$ cat config.mk
export PLATFORM = sky130hd
export DESIGN_NAME = iav_top
export DESIGN_NICKNAME = d
export VERILOG_FILES = /design/src/hw/iav_pkg.sv /design/src/hw/iav_entry_timer.sv /design/src/hw/iav_prio_enc.sv /design/src/hw/iav_top.sv
export SDC_FILE = /design/constraint.sdc
export NUM_CORES = 1
export LEC_CHECK = 0
export ABC_AREA = 1
export ABC_CLOCK_PERIOD_IN_PS = 1300
export BUFFER_PORTS_ARGS = -buffer_cell sky130_fd_sc_hd__buf_2
export CORE_MARGIN = 3
export CORE_UTILIZATION = 39
export DETAILED_ROUTE_END_ITERATION = 8
export MAX_ROUTING_LAYER = met4
export PLACE_DENSITY_LB_ADDON = 0.3
export SETUP_SLACK_MARGIN = 0.5
export SYNTH_ARGS = -nofsm -noshare
export SYNTH_HDL_FRONTEND = slang
export SYNTH_SLANG_ARGS = --single-unit
$ cat constraint.sdc
create_clock -name CLK_IN -period 1.3 [get_ports CLK_IN]
set_input_delay 0.065 -clock CLK_IN [delete_from_list [all_inputs] [get_ports CLK_IN]]
set_output_delay 0.065 -clock CLK_IN [all_outputs]
set_load 0.03 [all_outputs]
$ cat src/hw/iav_pkg.sv
`default_nettype none
package iav_pkg;
	// ----------------------------------------
	// sizes
	// ----------------------------------------
	localparam int NUM_SRC = 14;
	localparam int IDX_W = 4;
	localparam int BYTE_W = 8;
	localparam int ADDR_W = 16;
	localparam int CYC_W = 4;

	// ----------------------------------------
	// serial status and flag register bits
	// ----------------------------------------
	localparam int SER_DONE_BIT = 0;
	localparam int SER_STOP_BIT = 6;
	localparam int FLAG_SER_BIT = 5;
	localparam int FLAG_SHARED_BIT = 6;

	// ----------------------------------------
	// vector codes and fetch addresses
	// ----------------------------------------
	localparam logic [7:0] VEC_BASE = 8'h80;
	localparam logic [7:0] VEC_LAST = 8'hb4;
	localparam int VEC_SHIFT = 2;
	localparam logic [15:0] ADDR_VECTOR = 16'h0053;
	localparam logic [15:0] ADDR_HIGH = 16'h0054;
	localparam logic [15:0] ADDR_LOW = 16'h0055;
	localparam logic [7:0] LONG_JUMP_OPCODE = 8'h02;
	localparam logic [3:0] ENTRY_MAX_CYCLES = 4'h8;

	// ----------------------------------------
	// entry timer states, gray along the path
	// ----------------------------------------
	typedef enum logic [1:0] {
		ENT_IDLE = 2'b00,
		ENT_COUNT = 2'b01,
		ENT_DONE = 2'b11
	} iav_entry_e;
endpackage
`default_nettype wire

$ cat src/hw/iav_entry_timer.sv
`default_nettype none
module iav_entry_timer
	import iav_pkg::*;
#(
	parameter logic [iav_pkg::CYC_W-1:0] MAX_CYCLES = iav_pkg::ENTRY_MAX_CYCLES
) (
	input wire logic clk_in,
	input wire logic rstn_in,
	input wire logic start_in,
	input wire logic insn_cycle_in,
	input wire logic fetch_valid_in,
	input wire logic [iav_pkg::ADDR_W-1:0] fetch_addr_in,
	input wire logic [iav_pkg::ADDR_W-1:0] target_in,
	output logic [iav_pkg::CYC_W-1:0] cycles_out,
	output logic late_out,
	output logic reached_out
);
	// ----------------------------------------
	// branch-to-table-entry latency
	// ----------------------------------------
	iav_entry_e state;
	iav_entry_e next_state;
	logic [CYC_W-1:0] count;
	wire hit_w = fetch_valid_in && (fetch_addr_in == target_in);
	wire sat_w = &count;
	wire over_w = count > MAX_CYCLES;

	// a new branch always restarts the measurement
	always_comb begin
		next_state = state;
		unique case (state)
			ENT_IDLE: if (start_in) next_state = ENT_COUNT;
			ENT_COUNT: if (hit_w) next_state = ENT_DONE;
			ENT_DONE: if (start_in) next_state = ENT_COUNT;
		endcase
	end

	// counter saturates so a runaway entry cannot wrap back to in-time
	always_ff @(posedge clk_in or negedge rstn_in) begin
		if (!rstn_in) begin
			state <= ENT_IDLE;
			count <= '0;
			late_out <= 1'b0;
			reached_out <= 1'b0;
		end else begin
			state <= start_in ? ENT_COUNT : next_state;
			reached_out <= (state == ENT_COUNT) && hit_w && !start_in;
			if (start_in) begin
				count <= '0;
				late_out <= 1'b0;
			end else if (state == ENT_COUNT) begin
				if (insn_cycle_in && !sat_w) count <= count + 1'b1;
				if (over_w) late_out <= 1'b1;
			end
		end
	end
	assign cycles_out = count;
endmodule
`default_nettype wire

$ cat src/hw/iav_prio_enc.sv
`default_nettype none
module iav_prio_enc #(
	parameter int N = 14,
	parameter int IW = 4
) (
	input wire logic [N-1:0] req_in,
	output logic any_out,
	output logic [IW-1:0] idx_out
);
	// ----------------------------------------
	// lowest index wins
	// ----------------------------------------
	logic [N:0] seen;
	logic [IW-1:0] idx_chain [N+1];

	assign seen[0] = 1'b0;
	assign idx_chain[0] = '0;
	// each stage only contributes if nothing below it was pending
	for (genvar i = 0; i < N; i++) begin : g_stage
		wire hit = req_in[i] & ~seen[i];
		assign seen[i+1] = seen[i] | req_in[i];
		assign idx_chain[i+1] = idx_chain[i] | (hit ? IW'(i) : '0);
	end
	assign any_out = seen[N];
	assign idx_out = idx_chain[N];
endmodule
`default_nettype wire

$ cat src/hw/iav_top.sv
`default_nettype none
module iav_top
	import iav_pkg::*;
(
	input wire logic CLK_IN,
	input wire logic RSTN_IN,
	input wire logic [iav_pkg::BYTE_W-1:0] SERIAL_CTRL_STATUS_REG_IN,
	input wire logic SERIAL_REG_ACCESS_IN,
	input wire logic SERIAL_DONE_ENABLE_IN,
	input wire logic STOP_SOURCE_ENABLE_IN,
	input wire logic EXT_INT_FLAG_WR_IN,
	input wire logic [iav_pkg::BYTE_W-1:0] EXT_INT_FLAG_WDATA_IN,
	output logic [iav_pkg::BYTE_W-1:0] EXT_INT_FLAG_REG_OUT,
	output logic SERIAL_IRQ_OUT,
	input wire logic [iav_pkg::NUM_SRC-1:0] SRC_EVENT_IN,
	input wire logic [iav_pkg::NUM_SRC-1:0] SOURCE_ENABLE_BIT_IN,
	input wire logic SRC_REQ_WR_IN,
	input wire logic [iav_pkg::NUM_SRC-1:0] SRC_REQ_WDATA_IN,
	output logic [iav_pkg::NUM_SRC-1:0] SRC_REQUEST_OUT,
	input wire logic SHARED_INT_ENABLE_IN,
	input wire logic SHARED_AUTOVECTOR_ENABLE_IN,
	output logic SHARED_MAIN_INTERRUPT_OUT,
	output logic [iav_pkg::BYTE_W-1:0] SHARED_VECTOR_BYTE_OUT,
	output logic [iav_pkg::ADDR_W-1:0] SHARED_BRANCH_ADDR_OUT,
	input wire logic FETCH_VALID_IN,
	input wire logic [iav_pkg::ADDR_W-1:0] FETCH_ADDR_IN,
	input wire logic [iav_pkg::BYTE_W-1:0] FETCH_DATA_IN,
	output logic FETCH_VALID_OUT,
	output logic [iav_pkg::BYTE_W-1:0] FETCH_DATA_OUT,
	output logic VECTOR_OPCODE_OK_OUT,
	input wire logic BRANCH_ACK_IN,
	input wire logic INSN_CYCLE_IN,
	output logic [iav_pkg::CYC_W-1:0] ENTRY_CYCLES_OUT,
	output logic ENTRY_LATE_OUT,
	output logic ENTRY_REACHED_OUT
);
	import iav_pkg::*;

	// ----------------------------------------
	// serial bus interrupt
	// ----------------------------------------
	logic done_q;
	logic stop_q;
	logic ser_flag;
	logic next_ser_flag;

	// edge detect on the controller's status bits, same clock domain
	wire done_w = SERIAL_CTRL_STATUS_REG_IN[SER_DONE_BIT];
	wire stop_w = SERIAL_CTRL_STATUS_REG_IN[SER_STOP_BIT];
	wire done_rise_w = done_w & ~done_q;
	wire stop_fall_w = ~stop_w & stop_q;
	wire ser_set_w = (done_rise_w & SERIAL_DONE_ENABLE_IN) | (stop_fall_w & STOP_SOURCE_ENABLE_IN);
	wire ser_wr_clr_w = EXT_INT_FLAG_WR_IN & ~EXT_INT_FLAG_WDATA_IN[FLAG_SER_BIT];
	wire ser_clr_w = ser_wr_clr_w | SERIAL_REG_ACCESS_IN;
	// a new event in the clearing cycle survives the clear
	assign next_ser_flag = ser_set_w | (ser_flag & ~ser_clr_w);

	// reset values assume controller idle: done low, stop low
	always_ff @(posedge CLK_IN or negedge RSTN_IN) begin
		if (!RSTN_IN) begin
			done_q <= 1'b0;
			stop_q <= 1'b0;
			ser_flag <= 1'b0;
		end else begin
			done_q <= done_w;
			stop_q <= stop_w;
			ser_flag <= next_ser_flag;
		end
	end

	// ----------------------------------------
	// shared source requests
	// ----------------------------------------
	logic [NUM_SRC-1:0] req;
	logic [NUM_SRC-1:0] next_req;
	logic main_flag;
	logic next_main_flag;

	// write-one-to-clear; a same-cycle event keeps the bit set
	wire [NUM_SRC-1:0] req_clr_w = SRC_REQ_WR_IN ? SRC_REQ_WDATA_IN : '0;
	assign next_req = SRC_EVENT_IN | (req & ~req_clr_w);
	wire [NUM_SRC-1:0] pend_w = req & SOURCE_ENABLE_BIT_IN;
	wire [NUM_SRC-1:0] left_w = req & ~req_clr_w & SOURCE_ENABLE_BIT_IN;
	wire new_ev_w = |(SRC_EVENT_IN & SOURCE_ENABLE_BIT_IN);
	// clearing one source lets the rest fire again; if main is still set the edge is absorbed
	wire rereq_w = SRC_REQ_WR_IN & (|req_clr_w) & (|left_w);
	wire main_clr_w = EXT_INT_FLAG_WR_IN & ~EXT_INT_FLAG_WDATA_IN[FLAG_SHARED_BIT];
	wire main_set_w = new_ev_w | rereq_w;
	assign next_main_flag = main_set_w | (main_flag & ~main_clr_w);

	always_ff @(posedge CLK_IN or negedge RSTN_IN) begin
		if (!RSTN_IN) begin
			req <= '0;
			main_flag <= 1'b0;
		end else begin
			req <= next_req;
			main_flag <= next_main_flag;
		end
	end

	// ----------------------------------------
	// vector construction
	// ----------------------------------------
	logic any_pend;
	logic [IDX_W-1:0] top_idx;
	logic [BYTE_W-1:0] vector;

	iav_prio_enc #(
		.N(NUM_SRC),
		.IW(IDX_W)
	) u_prio (
		.req_in(pend_w),
		.any_out(any_pend),
		.idx_out(top_idx)
	);

	// code = base plus four per priority step
	wire [BYTE_W-1:0] code_w = BYTE_W'(VEC_BASE + (BYTE_W'(top_idx) << VEC_SHIFT));

	// vector holds its last code when nothing is pending
	always_ff @(posedge CLK_IN or negedge RSTN_IN) begin
		if (!RSTN_IN) begin
			vector <= VEC_BASE;
		end else if (any_pend) begin
			vector <= code_w;
		end
	end

	// ----------------------------------------
	// instruction fetch substitution
	// ----------------------------------------
	logic fetch_valid;
	logic [BYTE_W-1:0] fetch_data;
	logic opcode_ok;
	logic [BYTE_W-1:0] page;

	wire at_op_w = FETCH_VALID_IN && (FETCH_ADDR_IN == ADDR_VECTOR);
	wire at_high_w = FETCH_VALID_IN && (FETCH_ADDR_IN == ADDR_HIGH);
	wire subst_w = FETCH_VALID_IN && SHARED_AUTOVECTOR_ENABLE_IN && (FETCH_ADDR_IN == ADDR_LOW);
	wire [BYTE_W-1:0] fetch_mux_w = subst_w ? vector : FETCH_DATA_IN;

	// one cycle of latency on the fetch path keeps the data output registered
	always_ff @(posedge CLK_IN or negedge RSTN_IN) begin
		if (!RSTN_IN) begin
			fetch_valid <= 1'b0;
			fetch_data <= '0;
			opcode_ok <= 1'b0;
			page <= '0;
		end else begin
			fetch_valid <= FETCH_VALID_IN;
			if (FETCH_VALID_IN) fetch_data <= fetch_mux_w;
			if (at_op_w) opcode_ok <= (FETCH_DATA_IN == LONG_JUMP_OPCODE);
			if (at_high_w) page <= FETCH_DATA_IN;
		end
	end

	// ----------------------------------------
	// entry latency
	// ----------------------------------------
	// table entry is the page byte joined to the current vector
	wire [ADDR_W-1:0] target_w = {page, vector};

	iav_entry_timer u_timer (
		.clk_in(CLK_IN),
		.rstn_in(RSTN_IN),
		.start_in(BRANCH_ACK_IN),
		.insn_cycle_in(INSN_CYCLE_IN),
		.fetch_valid_in(FETCH_VALID_IN),
		.fetch_addr_in(FETCH_ADDR_IN),
		.target_in(target_w),
		.cycles_out(ENTRY_CYCLES_OUT),
		.late_out(ENTRY_LATE_OUT),
		.reached_out(ENTRY_REACHED_OUT)
	);

	// ----------------------------------------
	// outputs
	// ----------------------------------------
	// core pushes its own counter; this block only names the target
	assign SHARED_BRANCH_ADDR_OUT = ADDR_VECTOR;
	assign SHARED_MAIN_INTERRUPT_OUT = main_flag & SHARED_INT_ENABLE_IN;
	assign SERIAL_IRQ_OUT = ser_flag;
	assign SRC_REQUEST_OUT = req;
	assign SHARED_VECTOR_BYTE_OUT = vector;
	assign FETCH_VALID_OUT = fetch_valid;
	assign FETCH_DATA_OUT = fetch_data;
	assign VECTOR_OPCODE_OK_OUT = opcode_ok;
	// only the two flags live here; other bits belong elsewhere and read zero
	always_comb begin
		EXT_INT_FLAG_REG_OUT = '0;
		EXT_INT_FLAG_REG_OUT[FLAG_SER_BIT] = ser_flag;
		EXT_INT_FLAG_REG_OUT[FLAG_SHARED_BIT] = main_flag;
	end
endmodule
`default_nettype wire

* Word level (Yosys, flattened, before mapping) *
Cells that the tools add are included.
W data, S select, Z words.

cells by class
  add/sub/neg operators = 2
  $mul = 0
  div/mod/pow operators = 0
  $lt $le $gt $ge = 1
  equal/unequal tests = 9
  shift-type cells = 0
  multiplexer cells = 24
  bitwise operators = 79
  reductions and logical operators = 22

operators by type and width
  operator               number
  $and A14 B14 Y14       4
  $eq A16 B7 Y1 const B  3
  $or A4 B4 Y4           12
  $reduce_or A14 Y1      3
  $mux W4                9
  $and A1 B1 Y1          24
  $not A1 Y1             19
  $or A1 B1 Y1           18
  $eq A16 B16 Y1         1
  $mux W14               1
  $not A14 Y14           1
  $or A14 B14 Y14        1
  $mux W3                4
  $mux W2                5
  $add A8 B6 Y8 const A  1
  $eq A8 B2 Y1 const B   1
  $logic_and A1 B1 Y1    8
  $mux W8                1
  $reduce_and A2 Y1      3
  $reduce_bool A2 Y1     3
  $add A4 B1 Y4 const B  1
  $gt A4 B4 Y1 const B   1
  $mux W1                4
  $reduce_and A4 Y1      1
  7 further kinds        8

storage, ports and cells
  bits in registers = 52
  latch bits = 0
  RAM bits = 0
  memory bits (read-only) = 0
  input port bits = 94
  output and inout bits = 64
  logic and storage cells = 151
  memories = 0

* Logic depth before layout (Yosys ltp) *
  word-level depth = 18
  gate-level depth with buffers = 10

* Modules after synthesis *
From an unflattened synthesis, not the netlist that was laid out.

unflattened totals
  cells, all modules = 485
  area, all modules = 3375.7 um2

by module, submodules not included
  module           instances  cells each  area an instance (um2)  seq. area each (um2)
  iav_top          1          299         2346.0                  1001.0
  iav_entry_timer  1          140         794.5                   200.2
  iav_prio_enc     1          46          235.2                   0.0

* Worst setup path after synthesis *
OpenSTA, ideal clock, no wires.

  path type = reg-to-reg
  start = reg req[4] (netlist: SRC_REQUEST_OUT[4])
  end = reg vector[2] (netlist: SHARED_VECTOR_BYTE_OUT[2])
  data arrival time = 1.312 ns
  slack = -0.129 ns
  stages on the path, launching flop included = 9
  clock period less this slack = 1.429 ns
  path through = dfrtp_1 nand2_2 nand2_2 nor2_2 nand4_1 nor2_2 nand4_1 nor2_1 nor2_1

between the ends
  word-level cells in the longest chain between the ends = 15
  elaborated cells between the ends (all ways) = 36

RTL lines
  item                                                     RTL line                                source
  start: declaration                                       iav_top.sv:74                           logic [NUM_SRC-1:0] req;
  start signal: assignment                                 iav_top.sv:96                           req <= next_req;
  $and A14 B14 Y14 *                                       iav_top.sv:82                           wire [NUM_SRC-1:0] pend_w = req & SOURCE_ENABLE_BIT_IN;
  $or A1 B1 Y1 *                                           iav_prio_enc.sv:21                      assign seen[i+1] = seen[i] | req_in[i];
  $not A1 Y1 or $or A1 B1 Y1 (tied branches)               iav_prio_enc.sv:20, iav_prio_enc.sv:21
  $and A1 B1 Y1 or $or A1 B1 Y1 (tied branches)            iav_prio_enc.sv:20, iav_prio_enc.sv:21
  $mux W3, or another cell as far along                    iav_prio_enc.sv:22                      assign idx_chain[i+1] = idx_chain[i] | (hit ? IW'(i) : '0);
  $or A4 B4 Y4, or another cell as far along (6 in a row)  iav_prio_enc.sv:22
  $or A4 B4 Y4 or $and A1 B1 Y1 (tied branches)            iav_prio_enc.sv:22, iav_prio_enc.sv:20
  $or A4 B4 Y4 or $mux W4 (tied branches)                  iav_prio_enc.sv:22
  $or A4 B4 Y4                                             iav_prio_enc.sv:22
  $add A8 B6 Y8                                            iav_top.sv:118                          wire [BYTE_W-1:0] code_w = BYTE_W'(VEC_BASE + (BYTE_W'(top_idx) << VEC_SHIFT));
  end signal: assignment                                   iav_top.sv:125                          vector <= code_w;
  end: declaration                                         iav_top.sv:106                          logic [BYTE_W-1:0] vector;

Every way passes the cells marked *; elsewhere a longest branch is shown, timed or not.
A chain may end at the register's enable or synchronous reset.

* Worst setup path after layout *
  start = reg req[1] (netlist: SRC_REQUEST_OUT[1])
  end = reg vector[4] (netlist: SHARED_VECTOR_BYTE_OUT[4])

between the ends
  word-level cells in the longest chain between the ends = 18
  elaborated cells between the ends (all ways) = 62

RTL lines
  item                                                     RTL line                                source
  $and A14 B14 Y14 *                                       iav_top.sv:82
  $or A1 B1 Y1                                             iav_prio_enc.sv:21
  $or A1 B1 Y1 or $not A1 Y1 (tied branches)               iav_prio_enc.sv:21, iav_prio_enc.sv:20
  $not A1 Y1, or another cell as far along                 iav_prio_enc.sv:20                      wire hit = req_in[i] & ~seen[i];
  $and A1 B1 Y1, or another cell as far along              iav_prio_enc.sv:20
  $mux W2, or another cell as far along                    iav_prio_enc.sv:22
  $or A4 B4 Y4, or another cell as far along (9 in a row)  iav_prio_enc.sv:22
  $or A4 B4 Y4 or $mux W4 (tied branches)                  iav_prio_enc.sv:22
  $or A4 B4 Y4                                             iav_prio_enc.sv:22
  $add A8 B6 Y8                                            iav_top.sv:118

Marks and branches as above.

==> impl_results.md <==
- Outcome: finished with violations
- Violated checks: negative setup slack
- Initial drt markers: 128
- CTS Root Cell: clkbuf_8
- Fillers: 582
- Met2 WL: 5.47 mm
- CP max-delay cell: dfrtp_2
- Post-synthesis compound-gate area fraction: 11.9%
- Vias after detailed routing: 3,474
- Most frequent cells in the layout: nand2_1, buf_2, buf_6
- Synth cell types: 35
- Clock Latency Late Sink: 0.30 ns
- Clk buf depth: 2
- Mapped Cells: 408
- Vias in the first global route: 3,307
- Post-Route WL: 10.5 mm
- RSZ-0062 raised after global routing: yes
- CP max stage delay: 0.43 ns
- Main combinational cell family by area after synthesis: simple AND/OR/NAND/NOR gates
- Synth Area in Simple Gates: 31.3%
- Die H: 94.4 um
- Initial antenna violation count: 0
- Die ar.: 8920 sq um
- Metal3 WL: 614 um
- Delay-heaviest family, CP: simple AND/OR/NAND/NOR gates
- CTS tree: done
- Share of cells above drive strength 1: 51.4%
- Row count: 31
- Starting Density: 41.2%
- Post-layout nets: 715
- WP buf/inv: 0
- Synthesized-area fraction occupied by adder cells: 1.23%
- Cts bufs inserted: 5
- Ant. Diodes: 0
- Leakage power: 0.00265 uW
- Syn_area_per_cell: 7.48 sq um
- Worst path required time: 1.50 ns
- EDFF count, synth: 0
- H-tree Lvls: 2
- Hold WC Path Type: in -> reg
- DRC: 0
- Commonest non-fill, non-tap cell in the layout: nand2_1
- Mapped cell area: 3050 sq um
- Via-to-Cell Ratio: 4.84
- Final Cell Area: 5300 sq um
- Final min period: 1.40 ns
- Type of the worst setup path: reg -> reg
- Setup Total Neg Slack: -0.351 ns
- Die X: 94.4 um
- Area occupied by registers: 1220 sq um
- Worst-path clk slew: 0.09 ns
- Dpl cell area: 4000 sq um
- ANT nets after route: 0
- CP max FO: 3
- DR top layer: met4
- Xor/xnor share of the synthesized area: 1.72%
- Fmax: 0.714 GHz
- Final setup fails: 5
- Synth Flop Type: dfrtp_1
- Tot Pwr: 4360 uW
- Final Skew: 0.00858 ns
- Final Cycle Share: 108%
- Max-Cap Viols: 0
- Yosys warns: 0
- Clk sinks: 48
- First-pass GRT wire length: 15.4 mm
- Placer congestion estimate: 0.882
- Post-synthesis mux area share: 0%
- Startpoint types: register
- Synth async-reset ratio: 100%
- First-pass DRT Iterations: 4
- Post-synthesis sequential area ratio: 39.4%
- Setup crit end kind: register
- Post-DP HPWL: 7.05 mm
- Met1 wire length: 4.25 mm
- Power per cell area: 823 nW/um^2
- Multi-input logic area: 1880 sq um
- Final worst slack: -0.100 ns
- I/O Buffers: 119
- Hold Vio Cnt, Final: 0
- Placeable Area: 7410 sq um
- Critical path, cell by cell: nand2_2 -> nand2_2 -> nor2_4 -> nand4_1 -> nor2_2 -> nand4_1 -> nor2_1 -> nor2_1
- I/O pin total: 158
- Area Growth Syn to Fin: 73.7%
- Pin count of the biggest net entering global routing: 49
- Slew Viols, Final: 0
- Total GRT Usage: 22.6%
- Max VDD drop: 0.000452 V
- Arrival time of the worst setup path: 1.60 ns
- Synthesized flop and latch total: 48
- Avg WL per Cell: 14.6 um
- Grt ovf: 0
cell families after synthesis:
group                      Yosys count
DFF                                 48
xor gates and xnor gates             6
buffers and inverters               82
other                                2
adders and majority gates            3
and+or+nand+nor                    211
AOI/OAI and AO/OA                   56
cells in the mapped netlist (2+ instances only):
master / count / area share, %
nand2_1: 113 / 14
inv_1: 50 / 6.2
dfrtp_1: 48 / 39
nor2_1: 36 / 4.4
buf_4: 29 / 7.1
nand3_1: 18 / 3.0
a21o_1: 12 / 3.0
a21oi_1: 12 / 2.0
o21ai_0: 12 / 2.0
nand4_1: 11 / 2.3
nand2_2: 8 / 1.6
nor3_1: 8 / 1.3
o21ai_2: 8 / 2.3
xor2_1: 5 / 1.4
nor2_2: 4 / 0.82
nor4_1: 4 / 0.82
o31ai_1: 4 / 0.98
ha_1: 3 / 1.2
a31oi_1: 2 / 0.41
buf_6: 2 / 0.74
conb_1: 2 / 0.25
nor2_4: 2 / 0.74
o211ai_1: 2 / 0.49
o21ai_1: 2 / 0.33
where the power goes:
group          total (uW)  switching (uW)  internal (uW)
registers            1650            74.5           1580
clock network        1200             525            680
logic                1500             827            674
total                4360            1430           2930
worst reg2reg max path: cells and delay by family, from the launching register on:
family	cells	cell delay, ns
and+or+nand+nor	8	0.86
DFF	1	0.43
area by class of cell:
| cell class | count | area share (%) |
|---|---|---|
| clock inverters | 1 | 0.567 |
| well taps | 99 | 2.34 |
| multi-input cells | 304 | 35.6 |
| clock buffers | 7 | 1.82 |
| flip-flops and latches | 48 | 23.1 |
| repair buffers | 209 | 32.8 |
| inverters | 50 | 3.83 |
sequential cells by signal, indices dropped and copies added (netlist names):
| register | cells |
|---|---|
| u_timer.state | 2 |
| stop_q | 1 |
| FETCH_VALID_OUT | 1 |
| done_q | 1 |
| u_timer.reached_out | 1 |
| SRC_REQUEST_OUT | 14 |
| FETCH_DATA_OUT | 8 |
| SHARED_VECTOR_BYTE_OUT | 4 |
| VECTOR_OPCODE_OK_OUT | 1 |
| page | 8 |
| main_flag | 1 |
| u_timer.late_out | 1 |
| u_timer.cycles_out | 4 |
| SERIAL_IRQ_OUT | 1 |
path summary, 6_finish.rpt:
| path | startpoint | cells after the start | slack, ns | end |
|---|---|---|---|---|
| max | SRC_REQUEST_OUT[1]$_DFF_PN0_ | 8 | -0.10 | SHARED_VECTOR_BYTE_OUT[4]$_DFFE_PN0P_ |
| max reg2reg | SRC_REQUEST_OUT[1]$_DFF_PN0_ | 8 | -0.10 | SHARED_VECTOR_BYTE_OUT[4]$_DFFE_PN0P_ |
| min in group asynchronous | RSTN_IN | 3 | 0.25 | page[1]$_DFFE_PN0P_ |
| max in group asynchronous | RSTN_IN | 3 | 0.75 | u_timer.cycles_out[0]$_DFFE_PN0P_ |
| min | FETCH_VALID_IN | 2 | 0.05 | FETCH_DATA_OUT[7]$_DFFE_PN0P_ |
| min reg2reg | u_timer.state[0]$_DFFE_PN0P_ | 2 | 0.48 | u_timer.state[0]$_DFFE_PN0P_ |
layer usage:
| metal | global-route usage, % | vias up |
|---|---|---|
| met2 | 39.7 | 138 |
| met5 | - | - |
| met3 | 3.11 | 15 |
| met1 | 27.1 | 1642 |
| met4 | 6.62 | 0 |
| li1 | - | 1679 |
per-stage QoR:
step	std cells	setup slack, ns	hold slack (ns)	utilization, %
global placement	652	-0.0311	0.0729	54.0
detailed placement	652	-0.0625	0.0788	54.0
floorplan	432	-0.0661	-0.231	-
global route	718	-0.207	0.0444	71.5
finish	718	-0.100	0.0528	71.5
CTS	699	-0.0647	0.00205	67.2
repair_timing:
action,4_1_cts,5_1_grt
endpoints found under the hold margin,69,1
cloned,2,0
gates resized for setup,146,43
pin swaps,28,27
setup endpoints to repair,74,77
hold buffers,19,1
buffers inserted,18,18
(Power assumes the default switching activity.)
